===== src/bbc_decoder_defs.svh =====
// constants for the branch, bit and control decoder
// assumes one core clock, synchronous low reset, byte-wide memory ports
// Contract
// - short branches on carry/zero set/clear; two cycles; flags kept
// - short offset is 5-bit signed, -15 to +16 from branch
// - bit-test branches: three bytes, five cycles, bit number and address
// - third byte is 8-bit signed displacement, -126 to +129
// - bit-test copies tested bit into carry; zero kept
// - bit set/clear any data byte; two bytes, four cycles; flags kept
// - idle, exits, wait, stop: one byte two cycles; interrupt exit restores flags
// - watchdog selected turns stop into wait
// - far jump and call: 12-bit target, two bytes, four cycles
// - low nibble 0,2,4,6 are short branches; 1 is call
// - low nibble 7 decodes loads, compares, adds, increment by high nibble; here it falls to OP_OTHER and raises o_other_op
// - opcode bit 4 picks index register for indirect access
`ifndef BBC_DECODER_DEFS_SVH
`define BBC_DECODER_DEFS_SVH
`define CYC_SHORT     3'd2
`define CYC_LONG      3'd4
`define CYC_BITTEST   3'd5
`define PC_RESET      12'h000
`define IDX_X_ADDR    8'h80
`define IDX_Y_ADDR    8'h81
`define OPC_IDLE      8'h04
`define OPC_SUB_EXIT  8'h0D
`define OPC_INT_EXIT  8'h4D
`define OPC_STOP      8'h6D
`define OPC_WAIT      8'hED
`endif


===== src/bbc_decoder_pkg.sv =====
// types for the branch, bit and control decoder
// assumes the defs header is compiled alongside
package bbc_decoder_pkg;
    typedef enum logic [2:0] {
        ST_FETCH = 3'b000,
        ST_OPND  = 3'b001,
        ST_DISP  = 3'b011,
        ST_READ  = 3'b010,
        ST_EXEC  = 3'b110,
        ST_WAIT  = 3'b111
    } exec_state_t;
    typedef enum logic [3:0] {
        OP_IDLE, OP_BR_ZC, OP_BR_CC, OP_BR_ZS, OP_BR_CS, OP_CALL, OP_JUMP,
        OP_BIT_TEST, OP_BIT_SET, OP_BIT_CLR, OP_SUB_EXIT, OP_INT_EXIT,
        OP_WAIT, OP_STOP, OP_OTHER
    } op_class_t;
endpackage


===== src/branch_bit_control_decoder.sv =====
// decode and execute of branches, bit ops, control and far jump/call
// assumes program and data memories with combinational reads and clocked writes
`include "bbc_decoder_defs.svh"
module branch_bit_control_decoder
    import bbc_decoder_pkg::*;
(
    // clock and reset
    input  wire logic        i_ref_clk,
    input  wire logic        i_rst_n,
    // program memory
    output logic [11:0]      o_prog_addr,
    input  wire logic [7:0]  i_prog_data,
    // data space
    output logic [7:0]       o_data_addr,
    output logic             o_data_we,
    output logic [7:0]       o_data_wdata,
    input  wire logic [7:0]  i_data_rdata,
    // core context
    input  wire logic        i_watchdog_sel,
    input  wire logic        i_wake,
    input  wire logic [11:0] i_ret_addr,
    input  wire logic        i_saved_zero,
    input  wire logic        i_saved_carry,
    // status and side effects
    output logic             o_zero,
    output logic             o_carry,
    output logic             o_push,
    output logic             o_pop,
    output logic             o_int_done,
    output logic             o_stop,
    output logic             o_waiting,
    output logic             o_other_op,
    output logic             o_index_sel,
    output logic [11:0]      o_pc
);
    // sequencing and instruction registers
    exec_state_t state_reg;
    op_class_t   op_reg;
    logic [7:0]  opc_reg;
    logic [7:0]  opnd_reg;
    logic [7:0]  disp_reg;
    logic [2:0]  cyc_reg;
    logic [11:0] pc_reg;
    logic [11:0] inst_pc_reg;
    logic        zero_reg;
    logic        carry_reg;

    // decode helpers
    op_class_t   fetch_op;
    logic        tbit;
    logic        last_cyc;
    logic        branch_taken;

    // opcode class from the byte map; anything unlisted leaves the block
    function automatic op_class_t classify(input logic [7:0] opc);
        op_class_t c;
        unique case (opc[3:0])
            4'h0, 4'h8: c = OP_BR_ZC;
            4'h2, 4'hA: c = OP_BR_CC;
            4'h4, 4'hC: c = OP_BR_ZS;
            4'h6, 4'hE: c = OP_BR_CS;
            4'h1:       c = OP_CALL;
            4'h9:       c = OP_JUMP;
            4'h3:       c = OP_BIT_TEST;
            4'hB:       c = opc[4] ? OP_BIT_SET : OP_BIT_CLR;
            4'hD:       c = OP_IDLE;
            default:    c = OP_OTHER;
        endcase
        unique case (opc)
            `OPC_IDLE:     c = OP_IDLE;
            `OPC_SUB_EXIT: c = OP_SUB_EXIT;
            `OPC_INT_EXIT: c = OP_INT_EXIT;
            `OPC_WAIT:     c = OP_WAIT;
            `OPC_STOP:     c = OP_STOP;
            default: ;
        endcase
        return c;
    endfunction

    // cycles an instruction takes, fetch included
    function automatic logic [2:0] op_cycles(input op_class_t op);
        logic [2:0] n;
        unique case (op)
            OP_BIT_TEST:                               n = `CYC_BITTEST;
            OP_CALL, OP_JUMP, OP_BIT_SET, OP_BIT_CLR: n = `CYC_LONG;
            default:                                   n = `CYC_SHORT;
        endcase
        return n;
    endfunction

    // short branch: opcode bit 3 backward, high nibble span; -15..+16
    function automatic logic [11:0] short_target(input logic [11:0] pc, input logic [7:0] opc);
        logic [11:0] span;
        span = {8'h00, opc[7:4]};
        if (opc[3])
            return pc - span;
        return pc + span + 12'd1;
    endfunction

    // condition of the four short branches
    function automatic logic branch_cond(input op_class_t op, input logic z, input logic c);
        logic t;
        unique case (op)
            OP_BR_CS: t = c;
            OP_BR_CC: t = !c;
            OP_BR_ZS: t = z;
            OP_BR_ZC: t = !z;
            default:  t = 1'b0;
        endcase
        return t;
    endfunction

    assign fetch_op     = classify(i_prog_data);
    assign tbit         = i_data_rdata[opc_reg[7:5]];
    assign last_cyc     = (state_reg == ST_EXEC) && (cyc_reg == op_cycles(op_reg) - 3'd1);
    assign branch_taken = branch_cond(op_reg, zero_reg, carry_reg);

    // sequencing: one state step and one cycle count per clock
    always_ff @(posedge i_ref_clk) begin
        if (!i_rst_n) begin
            state_reg <= ST_FETCH;
            cyc_reg   <= 3'd0;
        end else begin
            cyc_reg <= (state_reg == ST_FETCH) ? 3'd1 : cyc_reg + 3'd1;
            unique case (state_reg)
                ST_FETCH: begin
                    unique case (fetch_op)
                        OP_CALL, OP_JUMP, OP_BIT_TEST, OP_BIT_SET, OP_BIT_CLR: state_reg <= ST_OPND;
                        default: state_reg <= ST_EXEC;
                    endcase
                end
                ST_OPND: begin
                    if (op_reg == OP_BIT_TEST)
                        state_reg <= ST_DISP;
                    else if (op_reg == OP_CALL || op_reg == OP_JUMP)
                        state_reg <= ST_EXEC;
                    else
                        state_reg <= ST_READ;
                end
                ST_DISP: state_reg <= ST_READ;
                ST_READ: state_reg <= ST_EXEC;
                ST_EXEC: begin
                    if (last_cyc) begin
                        if (op_reg == OP_WAIT || op_reg == OP_STOP)
                            state_reg <= ST_WAIT;
                        else
                            state_reg <= ST_FETCH;
                    end
                end
                ST_WAIT: begin
                    if (i_wake)
                        state_reg <= ST_FETCH;
                end
                default: state_reg <= ST_FETCH;
            endcase
        end
    end

    // instruction bytes captured as they stream in
    always_ff @(posedge i_ref_clk) begin
        if (!i_rst_n) begin
            op_reg   <= OP_IDLE;
            opc_reg  <= 8'h00;
            opnd_reg <= 8'h00;
            disp_reg <= 8'h00;
        end else begin
            if (state_reg == ST_FETCH) begin
                opc_reg <= i_prog_data;
                op_reg  <= fetch_op;
            end
            if (state_reg == ST_OPND)
                opnd_reg <= i_prog_data;
            if (state_reg == ST_DISP)
                disp_reg <= i_prog_data;
        end
    end

    // program counter: one step per byte fetched, load on a taken transfer
    always_ff @(posedge i_ref_clk) begin
        if (!i_rst_n) begin
            pc_reg      <= `PC_RESET;
            inst_pc_reg <= `PC_RESET;
        end else begin
            unique case (state_reg)
                ST_FETCH: begin
                    inst_pc_reg <= pc_reg;
                    pc_reg      <= pc_reg + 12'd1;
                end
                ST_OPND, ST_DISP: pc_reg <= pc_reg + 12'd1;
                ST_EXEC: begin
                    if (last_cyc) begin
                        unique case (op_reg)
                            OP_BR_CS, OP_BR_CC, OP_BR_ZS, OP_BR_ZC: begin
                                if (branch_taken)
                                    pc_reg <= short_target(inst_pc_reg, opc_reg);
                            end
                            OP_CALL, OP_JUMP: pc_reg <= {opc_reg[7:4], opnd_reg};
                            OP_BIT_TEST: begin
                                if (tbit == opc_reg[4])
                                    pc_reg <= inst_pc_reg + 12'd2 + {{4{disp_reg[7]}}, disp_reg};
                            end
                            OP_SUB_EXIT, OP_INT_EXIT: pc_reg <= i_ret_addr;
                            default: ;
                        endcase
                    end
                end
                default: ;
            endcase
        end
    end

    // zero and carry: only bit test and interrupt exit touch them
    always_ff @(posedge i_ref_clk) begin
        if (!i_rst_n) begin
            zero_reg  <= 1'b0;
            carry_reg <= 1'b0;
        end else if (last_cyc) begin
            if (op_reg == OP_BIT_TEST)
                carry_reg <= tbit;
            if (op_reg == OP_INT_EXIT) begin
                zero_reg  <= i_saved_zero;
                carry_reg <= i_saved_carry;
            end
        end
    end

    // memory side: read-modify-write of one bit in the last cycle
    always_comb begin
        o_prog_addr  = pc_reg;
        o_data_addr  = opnd_reg;
        o_data_we    = 1'b0;
        o_data_wdata = i_data_rdata;
        if (last_cyc && (op_reg == OP_BIT_SET || op_reg == OP_BIT_CLR)) begin
            o_data_we                  = 1'b1;
            o_data_wdata[opc_reg[7:5]] = (op_reg == OP_BIT_SET);
        end
    end

    // status and stack strobes
    always_comb begin
        o_zero      = zero_reg;
        o_carry     = carry_reg;
        o_pc        = pc_reg;
        o_push      = last_cyc && op_reg == OP_CALL;
        o_pop       = last_cyc && (op_reg == OP_SUB_EXIT || op_reg == OP_INT_EXIT);
        o_int_done  = last_cyc && op_reg == OP_INT_EXIT;
        o_stop      = state_reg == ST_WAIT && op_reg == OP_STOP && !i_watchdog_sel;
        o_waiting   = state_reg == ST_WAIT;
        o_other_op  = state_reg == ST_EXEC && op_reg == OP_OTHER;
        o_index_sel = opc_reg[4];
    end
endmodule // branch_bit_control_decoder


===== config.mk =====
export PLATFORM = sky130hd
export DESIGN_NAME = branch_bit_control_decoder
export DESIGN_NICKNAME = d
export VERILOG_FILES = /design/src/bbc_decoder_pkg.sv /design/src/branch_bit_control_decoder.sv
export VERILOG_INCLUDE_DIRS = /design/src
export SDC_FILE = /design/constraint.sdc
export NUM_CORES = 1
export LEC_CHECK = 0
export BUFFER_PORTS_ARGS = -buffer_cell sky130_fd_sc_hd__buf_4
export CAP_MARGIN = 20
export CORE_MARGIN = 4
export CORE_UTILIZATION = 52
export CTS_CLUSTER_DIAMETER = 50
export DETAILED_ROUTE_END_ITERATION = 10
export PLACE_DENSITY_LB_ADDON = 0.08
export SETUP_SLACK_MARGIN = 0.3
export SYNTH_ARGS = -nofsm -noshare
export SYNTH_HDL_FRONTEND = slang
export SYNTH_SLANG_ARGS = --single-unit

===== constraint.sdc =====
create_clock -name i_ref_clk -period 2.9 [get_ports i_ref_clk]
set_clock_uncertainty 0.2 [all_clocks]
set_input_delay 0 -clock i_ref_clk [delete_from_list [all_inputs] [get_ports i_ref_clk]]
set_output_delay 0 -clock i_ref_clk [all_outputs]
set_load 0.05 [all_outputs]

Word-level counts from Yosys, hierarchy flattened
Cells that the tools add are included.

operators by class
  $add $sub $neg = 8
  $mul = 0
  divide/modulo/power cells = 0
  $lt $le $gt $ge = 2
  equal/unequal tests = 48
  shift-type cells = 0
  multiplexer cells = 35
  bitwise gates (word level) = 1
  reduce and logical (&&, ||, !) cells = 35

operators by type and width
  operator                                       count
  == test 4 bit, second input constant           16
  2-to-1 mux 12 bit                              5
  case mux 12 bit (4 select lines)               1
  == test 4 x 3 -> 1 bit, second input constant  9
  case mux 4 bit (9 select lines)                1
  adder 12 x 1 -> 12 bit, second input constant  2
  case mux 12 bit (2 select lines)               1
  case mux 4 bit (5 select lines)                1
  2-to-1 mux 3 bit                               6
  case mux 3 bit (6 select lines)                1
  == test 4 x 2 -> 1 bit, second input constant  4
  == test 8 x 7 -> 1 bit, second input constant  2
  OR reduction 2 bit                             7
  2-to-1 mux 1 bit                               13
  adder 12 bit                                   1
  adder 12 x 2 -> 12 bit, second input constant  1
  adder 12 x 4 -> 12 bit                         1
  subtractor 12 x 4 -> 12 bit                    1
  logical AND 1 bit                              9
  bitwise mux 8 bit                              1
  == test 4 x 1 -> 1 bit, second input constant  2
  == test 8 x 3 -> 1 bit, second input constant  1
  == test 8 x 4 -> 1 bit, second input constant  1
  == test 8 bit, second input constant           1
  other kinds (28)                               41

word-level totals
  bits in registers = 60
  latch bits = 0
  bits in writable memories = 0
  ROM bits = 0
  output and inout bits = 50
  word-level logic and storage cells = 140
  memories kept = 0

Depth between registers and ports, before layout
Gate-level depths: netlist of the first run.

  word-level depth = 14
  gate-level depth with buffers = 14
  depth with buffers taken out = 14

Worst setup path after synthesis of the first run
Ideal clock, no wire load.

  path type = reg2out
  start = register op_reg[0]
  end = output port o_data_wdata[4]
  arrival time = 2.684 ns
  slack = 0.016 ns
  cell stages (with the launch flop) = 12
  path buffers = 1
  cell sequence = dfxtp_1 > buf_2 > nor4bb_1 > a2111oi_0 > a221oi_2 > nand2_2 > nor2_1 > nand2_1 > inv_2 > nand2_2 > nor3_1 > mux2_1

on the way
  longest elaborated chain between the ends = 8

ends and longest elaborated chain
  what                                                  RTL line                           RTL
  start: declaration                                    branch_bit_control_decoder.sv:38   op_class_t op_reg;
  start signal: assignment                              branch_bit_control_decoder.sv:169  op_reg <= fetch_op;
  == test 4 x 3 -> 1 bit, or another cell as far along  branch_bit_control_decoder.sv:83   unique case (op)
  OR reduction 4 bit                                    branch_bit_control_decoder.sv:83
  case mux 3 bit (2 select lines)                       branch_bit_control_decoder.sv:83
  subtractor 3 x 1 -> 3 bit                             branch_bit_control_decoder.sv:115  assign last_cyc = (state_reg == ST_EXEC) && (cyc_reg == op_cycles(op_reg) - 3'd1);
  == test 3 bit                                         branch_bit_control_decoder.sv:115
  logical AND 1 bit                                     branch_bit_control_decoder.sv:115
  logical AND 1 bit                                     branch_bit_control_decoder.sv:233  if (last_cyc && (op_reg == OP_BIT_SET || op_reg == OP_BIT_CLR)) begin
  2-to-1 mux 8 bit *                                    branch_bit_control_decoder.sv:233
  end: declaration                                      branch_bit_control_decoder.sv:16   output logic [7:0] o_data_wdata,

Every way passes the cells marked *; elsewhere a longest branch is shown, timed or not.

Worst setup path in the final report of the first run
  start = register op_reg[3]
  end = output port o_data_wdata[5]

The elaborated chain is that of the path after synthesis.

==> results of run 1 <==
-- cell usage after synthesis, drive strengths merged (3+ instances only) --
cell / n
nand2: 73
dfxtp: 57
a21oi: 44
nor2: 37
ha: 31
o21ai: 28
buf: 26
nor2b: 24
clkbuf: 23
inv: 22
mux2i: 21
a21boi: 20
nor3: 18
xnor2: 13
a221oi: 11
xor2: 11
nand2b: 10
nand3: 9
mux2: 8
o211ai: 7
or3: 6
and3: 5
a211oi: 4
a21o: 4
a22oi: 4
a31oi: 4
and2: 4
o21bai: 4
a221o: 3
a32oi: 3
fa: 3
nand3b: 3
nand4: 3
nor3b: 3
o211a: 3
o21a: 3
o22ai: 3
o31a: 3
or2: 3
-- metal layers --
metal | GRT usage, % | up-vias | part of all wire [%]
met2 | 50.62 | 234 | 50
met1 | 36.78 | 2350 | 40
met4 | 12.25 | 0 | 3.6
met5 | 0 | - | 0
li1 | - | 2327 | -
met3 | 4.896 | 44 | 6.0
-- worst max-delay path: stages, from the launching register on --
cell	delay, ns
dfxtp_4	0.37
nand2b_4	0.15
o311a_4	0.38
a221oi_4	0.30
nand2_2	0.12
nor2_4	0.13
nand2_4	0.11
clkinv_4	0.10
nand2_8	0.07
nor2_2	0.13
mux2_4	0.32
buf_8	0.15
-- logic make-up (layout without fill, tap and decap cells) --
family | after synthesis | after routing | synth area share [%]
compound gates | 162 | 162 | 23.42
simple gates | 208 | 208 | 22.07
fa+ha+maj | 34 | 34 | 9.483
xor+xnor | 24 | 24 | 4.450
buf+inv | 71 | 191 | 8.874
flops | 57 | 57 | 24.16
mux | 31 | 31 | 7.550
-- stage by stage --
step                hold WS, ns  utilization (%)  area, um2   TNS (ns)
global placement        0.06174            61.65       5403  -0.005883
CTS                    0.005030            70.76       6201   -0.01386
floorplan              -0.06263                -       4788          0
finish                 -0.02185            74.53       6531  -0.004039
detailed placement      0.07585            61.65       5403   -0.04081
global route            0.02844            74.53       6531    -0.5849
-- cell type report --
cell class / instances / area share [%]
Clock inverter: 4 / 0.7854
Sequential cell: 57 / 18.05
Multi-Input combinational cell: 459 / 56.09
Tap cell: 108 / 2.069
Timing Repair Buffer: 154 / 19.31
Clock buffer: 11 / 2.318
Inverter: 22 / 1.379
-- where the power goes --
| group | switching (mW) | leakage [nW] | internal, mW |
|---|---|---|---|
| Clock | 0.357 | 0.0980 | 0.439 |
| Sequential | 0.203 | 0.472 | 0.902 |
| Combinational | 1.27 | 2.13 | 0.892 |
| Total | 1.83 | 2.70 | 2.23 |
-- worst paths after layout --
path,end,slack (ns),cells past startpoint
max,o_data_wdata[5],-0.004,11
min,o_pc[1],-0.02,5
max reg2reg,o_pc[7],0.14,14
min reg2reg,inst_pc_reg[0],0.31,2
-- what timing repair did --
action / 4_1_cts / 5_1_grt
hold buffers: 18 / 0
buffers inserted: 17 / 11
hold endpoints to repair: 57 / 0
pin swaps: 20 / 39
setup endpoints to repair: 21 / 20
resized for setup: 67 / 56
==> flow_metrics.env, run 1 <==
export IMPL_status="complete, but fails checks"
export IMPL_violations="hold timing, setup timing"
export IMPL_drc=0
export IMPL_worst_pin_slew_ns=1.008
export IMPL_die_height_um=103.3
export IMPL_startpoint_type="register"
export IMPL_p_total_mw=4.066
export IMPL_ys_types=75
export IMPL_startpoint="op_reg[3]"
export IMPL_initial_core_util_pct=53.90
export IMPL_dp_hpwl_um=10700
export IMPL_grt_setup_unrepaired="true"
export IMPL_cts_path_max_buffers=2
export IMPL_portBuffers=83
export IMPL_h_tree_depth=3
export IMPL_fill_cells=665
export IMPL_layout_common_cells="buf_4 (125), nand2_1 (69), dfxtp_1 (43)"
export IMPL_peakVddDrop_mv=0.4351
export IMPL_synth_edf_count=0
export IMPL_vias=4955
export IMPL_synthArstFlopShare_pct=0
export IMPL_netlist_area_mm2=0.004723
export IMPL_grt_remaining_overflow=0
export IMPL_finalHoldViolCount=1
export IMPL_path_clk_slew_ns=0.07
export IMPL_grt_pass1_wl_um=24190
export IMPL_nets=771
export IMPL_antenna_found_initial=0
export IMPL_power_density_mw_per_mm2=622.6
export IMPL_finalMaxSlewViolations=0
export IMPL_syn_inst=587
export IMPL_core_area_mm2=0.008763
export IMPL_final_common_cell="buf_4"
export IMPL_max_cap_violations=0
export IMPL_hold_slack_ns=-0.02185
export IMPL_r2r_start="inst_pc_reg[1]"
export IMPL_syn_nets=655
export IMPL_cts_buffers=9
export IMPL_path_class="reg -> out"
export IMPL_routed_wl_um=16290
export IMPL_clock_latency_ns=0.35
export IMPL_pre_cts_ws_ns=-0.04081
export IMPL_max_freq_mhz=344.4
export IMPL_synthTopCellsByArea="dfxtp_1 (24%), ha_1 (8.2%), nand2_1 (5.6%)"
export IMPL_layout_drive_gt1_share_pct=36.49
export IMPL_cp_end_kind="output pin"
export IMPL_setup_ws_ns=-0.003777
export IMPL_placementRows=34
export IMPL_ys_ff_latch=57
export IMPL_hp_start="i_ret_addr[1]"
export IMPL_hp_class="in -> reg"
export IMPL_synthDominantCellAreaShare_pct=24.16
export IMPL_chipWidth_um=103.3
export IMPL_grt_max_degree=60
export IMPL_wl_per_cell_um=19.98
export IMPL_ys_seq_area_share_pct=24.16
export IMPL_antenna_left=0
export IMPL_slew_headroom_pct=32.29
export IMPL_die_area_mm2=0.01067
export IMPL_setup_viol=2
export IMPL_cts_sinks=57
export IMPL_p_leak_nw=2.705
export IMPL_yosysWarningCount=0
export IMPL_syn2layout_area_growth_pct=38.28
export IMPL_post_route_period_util_pct=100.1
export IMPL_post_route_min_period_ns=2.904
export IMPL_yosys_area_top_type="dfxtp_1"
export IMPL_place_inst=754
export IMPL_fin_cells=815
export IMPL_cp_required_ns=2.70
export IMPL_cts_tree="yes"
export IMPL_multi_input_area_mm2=0.003664
export IMPL_grt_pass1_vias=4758
export IMPL_diodes=0
export IMPL_seq_area_mm2=0.001179
export IMPL_cts_root_buffer="clkbuf_8"
export IMPL_drtIter0Drc=340
export IMPL_syn_area_per_cell_um2=8.046
export IMPL_worstPathArrival_ns=2.70
export IMPL_dr_pass1_iters=4
export IMPL_grt_total_usage_pct=29.55
export IMPL_critical_path_peak_fanout=7
export IMPL_ios=84
export IMPL_viasPerCell=6.080
export IMPL_yosys_most_used_dff="dfxtp_1"
export IMPL_gp_congestion=0.8918
(Power assumes the default switching activity.)
==> run 2: changes to the inputs <==
--- a/config.mk
+++ b/config.mk
@@ -8,7 +8,7 @@
 export LEC_CHECK = 0
 export BUFFER_PORTS_ARGS = -buffer_cell sky130_fd_sc_hd__buf_4
 export CAP_MARGIN = 20
-export CORE_MARGIN = 4
+export CORE_MARGIN = 10
 export CORE_UTILIZATION = 52
 export CTS_CLUSTER_DIAMETER = 50
 export DETAILED_ROUTE_END_ITERATION = 10
==> flow_metrics.env, run 2 (synthesis results as in run 1) <==
export IMPL_clock_latency_ns=0.35
export IMPL_seqPwrFrac_pct=28.2
export IMPL_peakVddDrop_mv=0.4606
export IMPL_cts_tree="yes"
export IMPL_path_clk_slew_ns=0.07
export IMPL_p_sw_share_pct=45.39
export IMPL_antenna_found_initial=0
export IMPL_comb_power_share_pct=52.0
export IMPL_regToRegSetupSlack_ns=0.20
export IMPL_cp_required_ns=2.70
export IMPL_worstPathArrival_ns=2.71
export IMPL_drtIter0Drc=345
export IMPL_max_cap_violations=0
export IMPL_core_area_mm2=0.008763
export IMPL_grt_remaining_overflow=0
export IMPL_wl_per_cell_um=19.99
export IMPL_post_route_period_util_pct=100.4
export IMPL_initial_core_util_pct=53.90
export IMPL_post_route_min_period_ns=2.911
export IMPL_vias=4869
export IMPL_clockPowerShare_pct=19.8
export IMPL_timing_rr_end="o_pc[7]"
export IMPL_cts_root_buffer="clkbuf_8"
export IMPL_cts_buffers=9
export IMPL_dpl_cell_area_mm2=0.005433
export IMPL_final_common_cell="buf_4"
export IMPL_cp_end_kind="output pin"
export IMPL_routed_wl_um=16250
export IMPL_hp_start="i_ret_addr[6]"
export IMPL_grt_setup_unrepaired="true"
export IMPL_chipWidth_um=115.3
export IMPL_slew_headroom_pct=34.38
export IMPL_viasPerCell=5.989
export IMPL_setup_ws_ns=-0.01142
export IMPL_hold_end="o_pc[6]"
export IMPL_hp_class="in -> reg"
export IMPL_portBuffers=83
export IMPL_r2r_cells=14
export IMPL_h_tree_depth=3
export IMPL_dp_hpwl_um=11520
export IMPL_path_class="reg -> out"
export IMPL_ios=84
export IMPL_antenna_left=0
export IMPL_final_setup_tns_ns=-0.01597
export IMPL_worst_pin_slew_ns=0.9768
export IMPL_cts_path_max_buffers=2
export IMPL_diodes=0
export IMPL_r2r_start="inst_pc_reg[1]"
export IMPL_violations="setup timing"
export IMPL_drc=0
export IMPL_nets=768
export IMPL_finalMaxSlewViolations=0
export IMPL_power_density_mw_per_mm2=614.4
export IMPL_critical_path_peak_fanout=6
export IMPL_min_path_cells=5
export IMPL_status="complete, but fails checks"
export IMPL_layout_drive_gt1_share_pct=32.62
export IMPL_grt_pass1_vias=4798
export IMPL_grt_pass1_wl_um=25540
export IMPL_placementRows=34
export IMPL_max_freq_mhz=343.5
export IMPL_gp_congestion=0.9371
export IMPL_layout_common_cells="buf_4 (121), nand2_1 (70), dfxtp_1 (43)"
export IMPL_dr_pass1_iters=5
export IMPL_startpoint_type="register"
export IMPL_p_leak_nw=2.665
export IMPL_syn2layout_area_growth_pct=34.28
export IMPL_grt_total_usage_pct=24.23
export IMPL_finalHoldViolCount=0
export IMPL_die_height_um=115.3
export IMPL_grt_max_degree=60
export IMPL_die_area_mm2=0.01330
export IMPL_switchingPower_mw=1.769
export IMPL_final_area_mm2=0.006342
export IMPL_internal_power_mw=2.128
export IMPL_cts_sinks=57
export IMPL_setup_viol=2
## run 2: cell types whose count changed in the layout (fill, tap and decap cells not counted), sizes merged
cell | before | now
bufinv | 1 | 0
buf | 136 | 132
clkbuf | 11 | 13
dlygate4sd3 | 18 | 19
clkinvlp | 2 | 1
clkinv | 1 | 2
## run 2: worst max-delay path: stages, from the launching register on
cell,delay (ns)
dfxtp_4,0.37
nand2b_4,0.15
o311a_1,0.35
a221oi_2,0.35
nand2_2,0.13
nor2_4,0.12
nand2_4,0.11
inv_6,0.11
nand2_8,0.07
nor3_4,0.13
mux2_4,0.32
buf_8,0.15
## run 2: final cells by class
class	count	area, um2
tap	108	135.1
clock inverter	3	21.27
multi-input combinational	459	3501
sequential	57	1179
timing repair buffer	151	1234
inverter	22	92.59
fill	675	2421
clock buffer	13	180.2
## run 2: timing repair
action / CTS / global route
gates resized for setup: 74 / 17
endpoints found under the setup margin: 20 / 25
cloned: 0 / 0
setup buffers: 17 / 3
endpoints found under the hold margin: 56 / 0
hold buffers: 19 / 0
pin swaps: 21 / 15
## run 2: per-stage QoR
stage | instances | hold WS, ns | total power [mW] | util, % | setup WS [ns]
floorplan | 587 | -0.06263 | 2.363 | - | 0.2142
global placement | 758 | 0.06233 | 2.809 | 61.99 | 0.05468
detailed placement | 758 | 0.07532 | 2.836 | 61.99 | -0.004038
CTS | 810 | 0.05019 | 3.818 | 71.40 | -0.003633
global route | 813 | 0.09352 | 4.125 | 72.37 | -0.07990
finish | 813 | 0.08720 | 3.897 | 72.37 | -0.01142
## run 2: layer usage
metal / global-route usage, % / share of wire [%]
met5: 0 / 0
met4: 10.15 / 3.8
met3: 5.521 / 7.4
met2: 41.07 / 50
met1: 28.74 / 39
## run 2: power by group through the flow
stage / Combinational [mW] / Clock [mW] / Sequential, mW
floorplan: 1.22 / 0 / 1.14
global placement: 1.72 / 0 / 1.09
detailed placement: 1.74 / 0 / 1.09
CTS: 1.95 / 0.780 / 1.09
global route: 2.19 / 0.816 / 1.12
finish: 2.03 / 0.770 / 1.10
## run 2: worst max path at each step
stage / from / endpoint / slack (ns)
2_1_floorplan: op_reg[3] / o_data_wdata[4] / 0.21
3_3_place_gp: inst_pc_reg[1] / o_pc[7] / 0.05
3_5_place_dp: disp_reg[1] / o_pc[7] / -0.004
4_1_cts: op_reg[2] / o_data_wdata[4] / -0.004
5_1_grt: op_reg[2] / o_data_wdata[4] / -0.08
6_report: op_reg[1] / o_data_wdata[4] / -0.01
==> run 3: changes to the inputs <==
--- a/config.mk
+++ b/config.mk
@@ -8,9 +8,8 @@
 export LEC_CHECK = 0
 export BUFFER_PORTS_ARGS = -buffer_cell sky130_fd_sc_hd__buf_4
 export CAP_MARGIN = 20
-export CORE_MARGIN = 10
 export CORE_UTILIZATION = 52
-export CTS_CLUSTER_DIAMETER = 50
+export CTS_CLUSTER_DIAMETER = 60
 export DETAILED_ROUTE_END_ITERATION = 10
 export PLACE_DENSITY_LB_ADDON = 0.08
 export SETUP_SLACK_MARGIN = 0.3
==> flow_metrics.env, run 3 (synthesis results as in run 1) <==
export IMPL_post_route_min_period_ns=2.972
export IMPL_wl_per_cell_um=19.29
export IMPL_die_area_mm2=0.009468
export IMPL_wl_met1_um=6331
export IMPL_slew_headroom_pct=25.99
export IMPL_grt_total_usage_pct=32.21
export IMPL_initial_core_util_pct=53.90
export IMPL_die_height_um=97.31
export IMPL_layout_common_cells="buf_4 (127), nand2_1 (68), dfxtp_1 (42)"
export IMPL_hp_start="i_ret_addr[1]"
export IMPL_setup_ws_ns=-0.07154
export IMPL_timing_rr_end="o_pc[7]"
export IMPL_cts_buffers=9
export IMPL_gp_congestion=0.9204
export IMPL_setup_viol=7
export IMPL_r2r_start="disp_reg[1]"
export IMPL_drc=0
export IMPL_worst_pin_slew_ns=1.102
export IMPL_ios=84
export IMPL_fill_cells=594
export IMPL_cts_path_max_buffers=2
export IMPL_cts_tree="yes"
export IMPL_chipWidth_um=97.31
export IMPL_dp_hpwl_um=10410
export IMPL_worst_path_max_delay_cell="mux2_2"
export IMPL_final_common_cell="buf_4"
export IMPL_cp_required_ns=2.70
export IMPL_antenna_found_initial=0
export IMPL_hp_class="in -> reg"
export IMPL_grt_remaining_overflow=0
export IMPL_grt_pass1_wl_um=24180
export IMPL_finalHoldViolCount=0
export IMPL_antenna_left=0
export IMPL_hold_end="o_pc[1]"
export IMPL_path_class="reg -> out"
export IMPL_cp_end_kind="output pin"
export IMPL_vias=5043
export IMPL_startpoint_type="register"
export IMPL_dr_wl_met2_um=7959
export IMPL_layout_drive_gt1_share_pct=38.72
export IMPL_hold_slack_ns=0.05913
export IMPL_grt_pass1_vias=4799
export IMPL_r2r_cells=14
export IMPL_p_leak_nw=2.820
export IMPL_violations="setup timing"
export IMPL_syn2layout_area_growth_pct=41.83
export IMPL_drtIter0Drc=296
export IMPL_max_freq_mhz=336.5
export IMPL_nets=782
export IMPL_power_density_mw_per_mm2=620.9
export IMPL_clock_latency_ns=0.35
export IMPL_path_clk_slew_ns=0.07
export IMPL_dr_pass1_iters=5
export IMPL_viasPerCell=6.105
export IMPL_top_layer="met4"
export IMPL_cts_root_buffer="clkbuf_8"
export IMPL_max_cap_violations=0
export IMPL_status="complete, but fails checks"
export IMPL_core_area_mm2=0.008763
export IMPL_worstPathCellList="buf_6, nor4bb_4, a2111oi_4, a221oi_2, nand2_2, nor2_4, nand2_4, nor4_2, mux2_2, buf_4"
export IMPL_portBuffers=83
export IMPL_cts_sinks=57
export IMPL_peakVddDrop_mv=0.4349
export IMPL_critical_path_peak_fanout=5
export IMPL_placementRows=34
export IMPL_grt_setup_unrepaired="true"
export IMPL_fin_cells=826
export IMPL_h_tree_depth=3
export IMPL_finalMaxSlewViolations=0
export IMPL_worstPathArrival_ns=2.77
export IMPL_regToRegSetupSlack_ns=0.10
export IMPL_place_inst=758
export IMPL_wl_met3_um=1021
export IMPL_routed_wl_um=15930
export IMPL_diodes=0
export IMPL_cp_slowest_stage_delay_ns=0.40
export IMPL_min_path_cells=5
export IMPL_post_route_period_util_pct=102.5
export IMPL_grt_max_degree=60
## run 3: worst max-delay path by stage
| stage | from | end | slack (ns) | cells past startpoint |
|---|---|---|---|---|
| 2_1_floorplan | op_reg[3] | o_data_wdata[4] | 0.21 | 11 |
| 3_3_place_gp | inst_pc_reg[1] | o_pc[7] | 0.02 | 14 |
| 3_5_place_dp | disp_reg[1] | o_pc[7] | -0.006 | 14 |
| 4_1_cts | op_reg[2] | o_data_wdata[4] | -0.03 | 11 |
| 5_1_grt | op_reg[2] | o_data_wdata[4] | -0.15 | 12 |
| 6_report | op_reg[2] | o_data_wdata[0] | -0.07 | 10 |
## run 3: final cells by class
cell class / count / area [um2] / share of cell area (%)
well taps: 108 / 135.1 / 2.017
repair buffers: 165 / 1366 / 20.40
flip-flops and latches: 57 / 1182 / 17.65
multi-input cells: 459 / 3699 / 55.21
inverters: 22 / 90.09 / 1.345
clock inverters: 4 / 75.07 / 1.121
clock buffers: 11 / 151.4 / 2.260
## run 3: timing repair
action / in CTS / in global routing
gates resized for setup: 76 / 73
cloned: 0 / 1
setup endpoints to repair: 21 / 25
endpoints found under the hold margin: 49 / 0
pin swaps: 22 / 43
hold buffers: 19 / 0
setup buffers: 19 / 14
## run 3: through the flow
stage	TNS [ns]	utilization (%)	setup WS [ns]	total power, mW	instance area [um2]
6_report	-0.2764	76.44	-0.07154	4.159	6699
4_1_cts	-0.03081	71.54	-0.03081	3.905	6270
3_3_place_gp	0	61.99	0.01883	2.784	5433
3_5_place_dp	-0.006497	61.99	-0.006497	2.816	5433
2_1_floorplan	0	-	0.2142	2.363	4788
5_1_grt	-0.9683	76.44	-0.1539	4.356	6699
## run 3: worst max-delay path, delay by kind of cell (launching register included)
family,cells,cell delay [ns]
AOI/OAI and AO/OA,2,0.45
buffers and inverters,2,0.34
DFF,1,0.36
muxes,1,0.40
and+or+nand+nor,5,0.88
## run 3: per-layer routing
metal / vias to the layer above / global-route usage (%)
met4: 0 / 14.25
li1: 2361 / -
met2: 225 / 55.09
met1: 2417 / 39.76
met3: 40 / 5.396
met5: - / 0
## run 3: power breakdown
group / internal [mW] / switching, mW / total [mW] / leakage, nW
Clock: 0.528 / 0.354 / 0.882 / 0.116
Sequential: 0.905 / 0.207 / 1.11 / 0.472
Combinational: 0.901 / 1.26 / 2.17 / 2.23
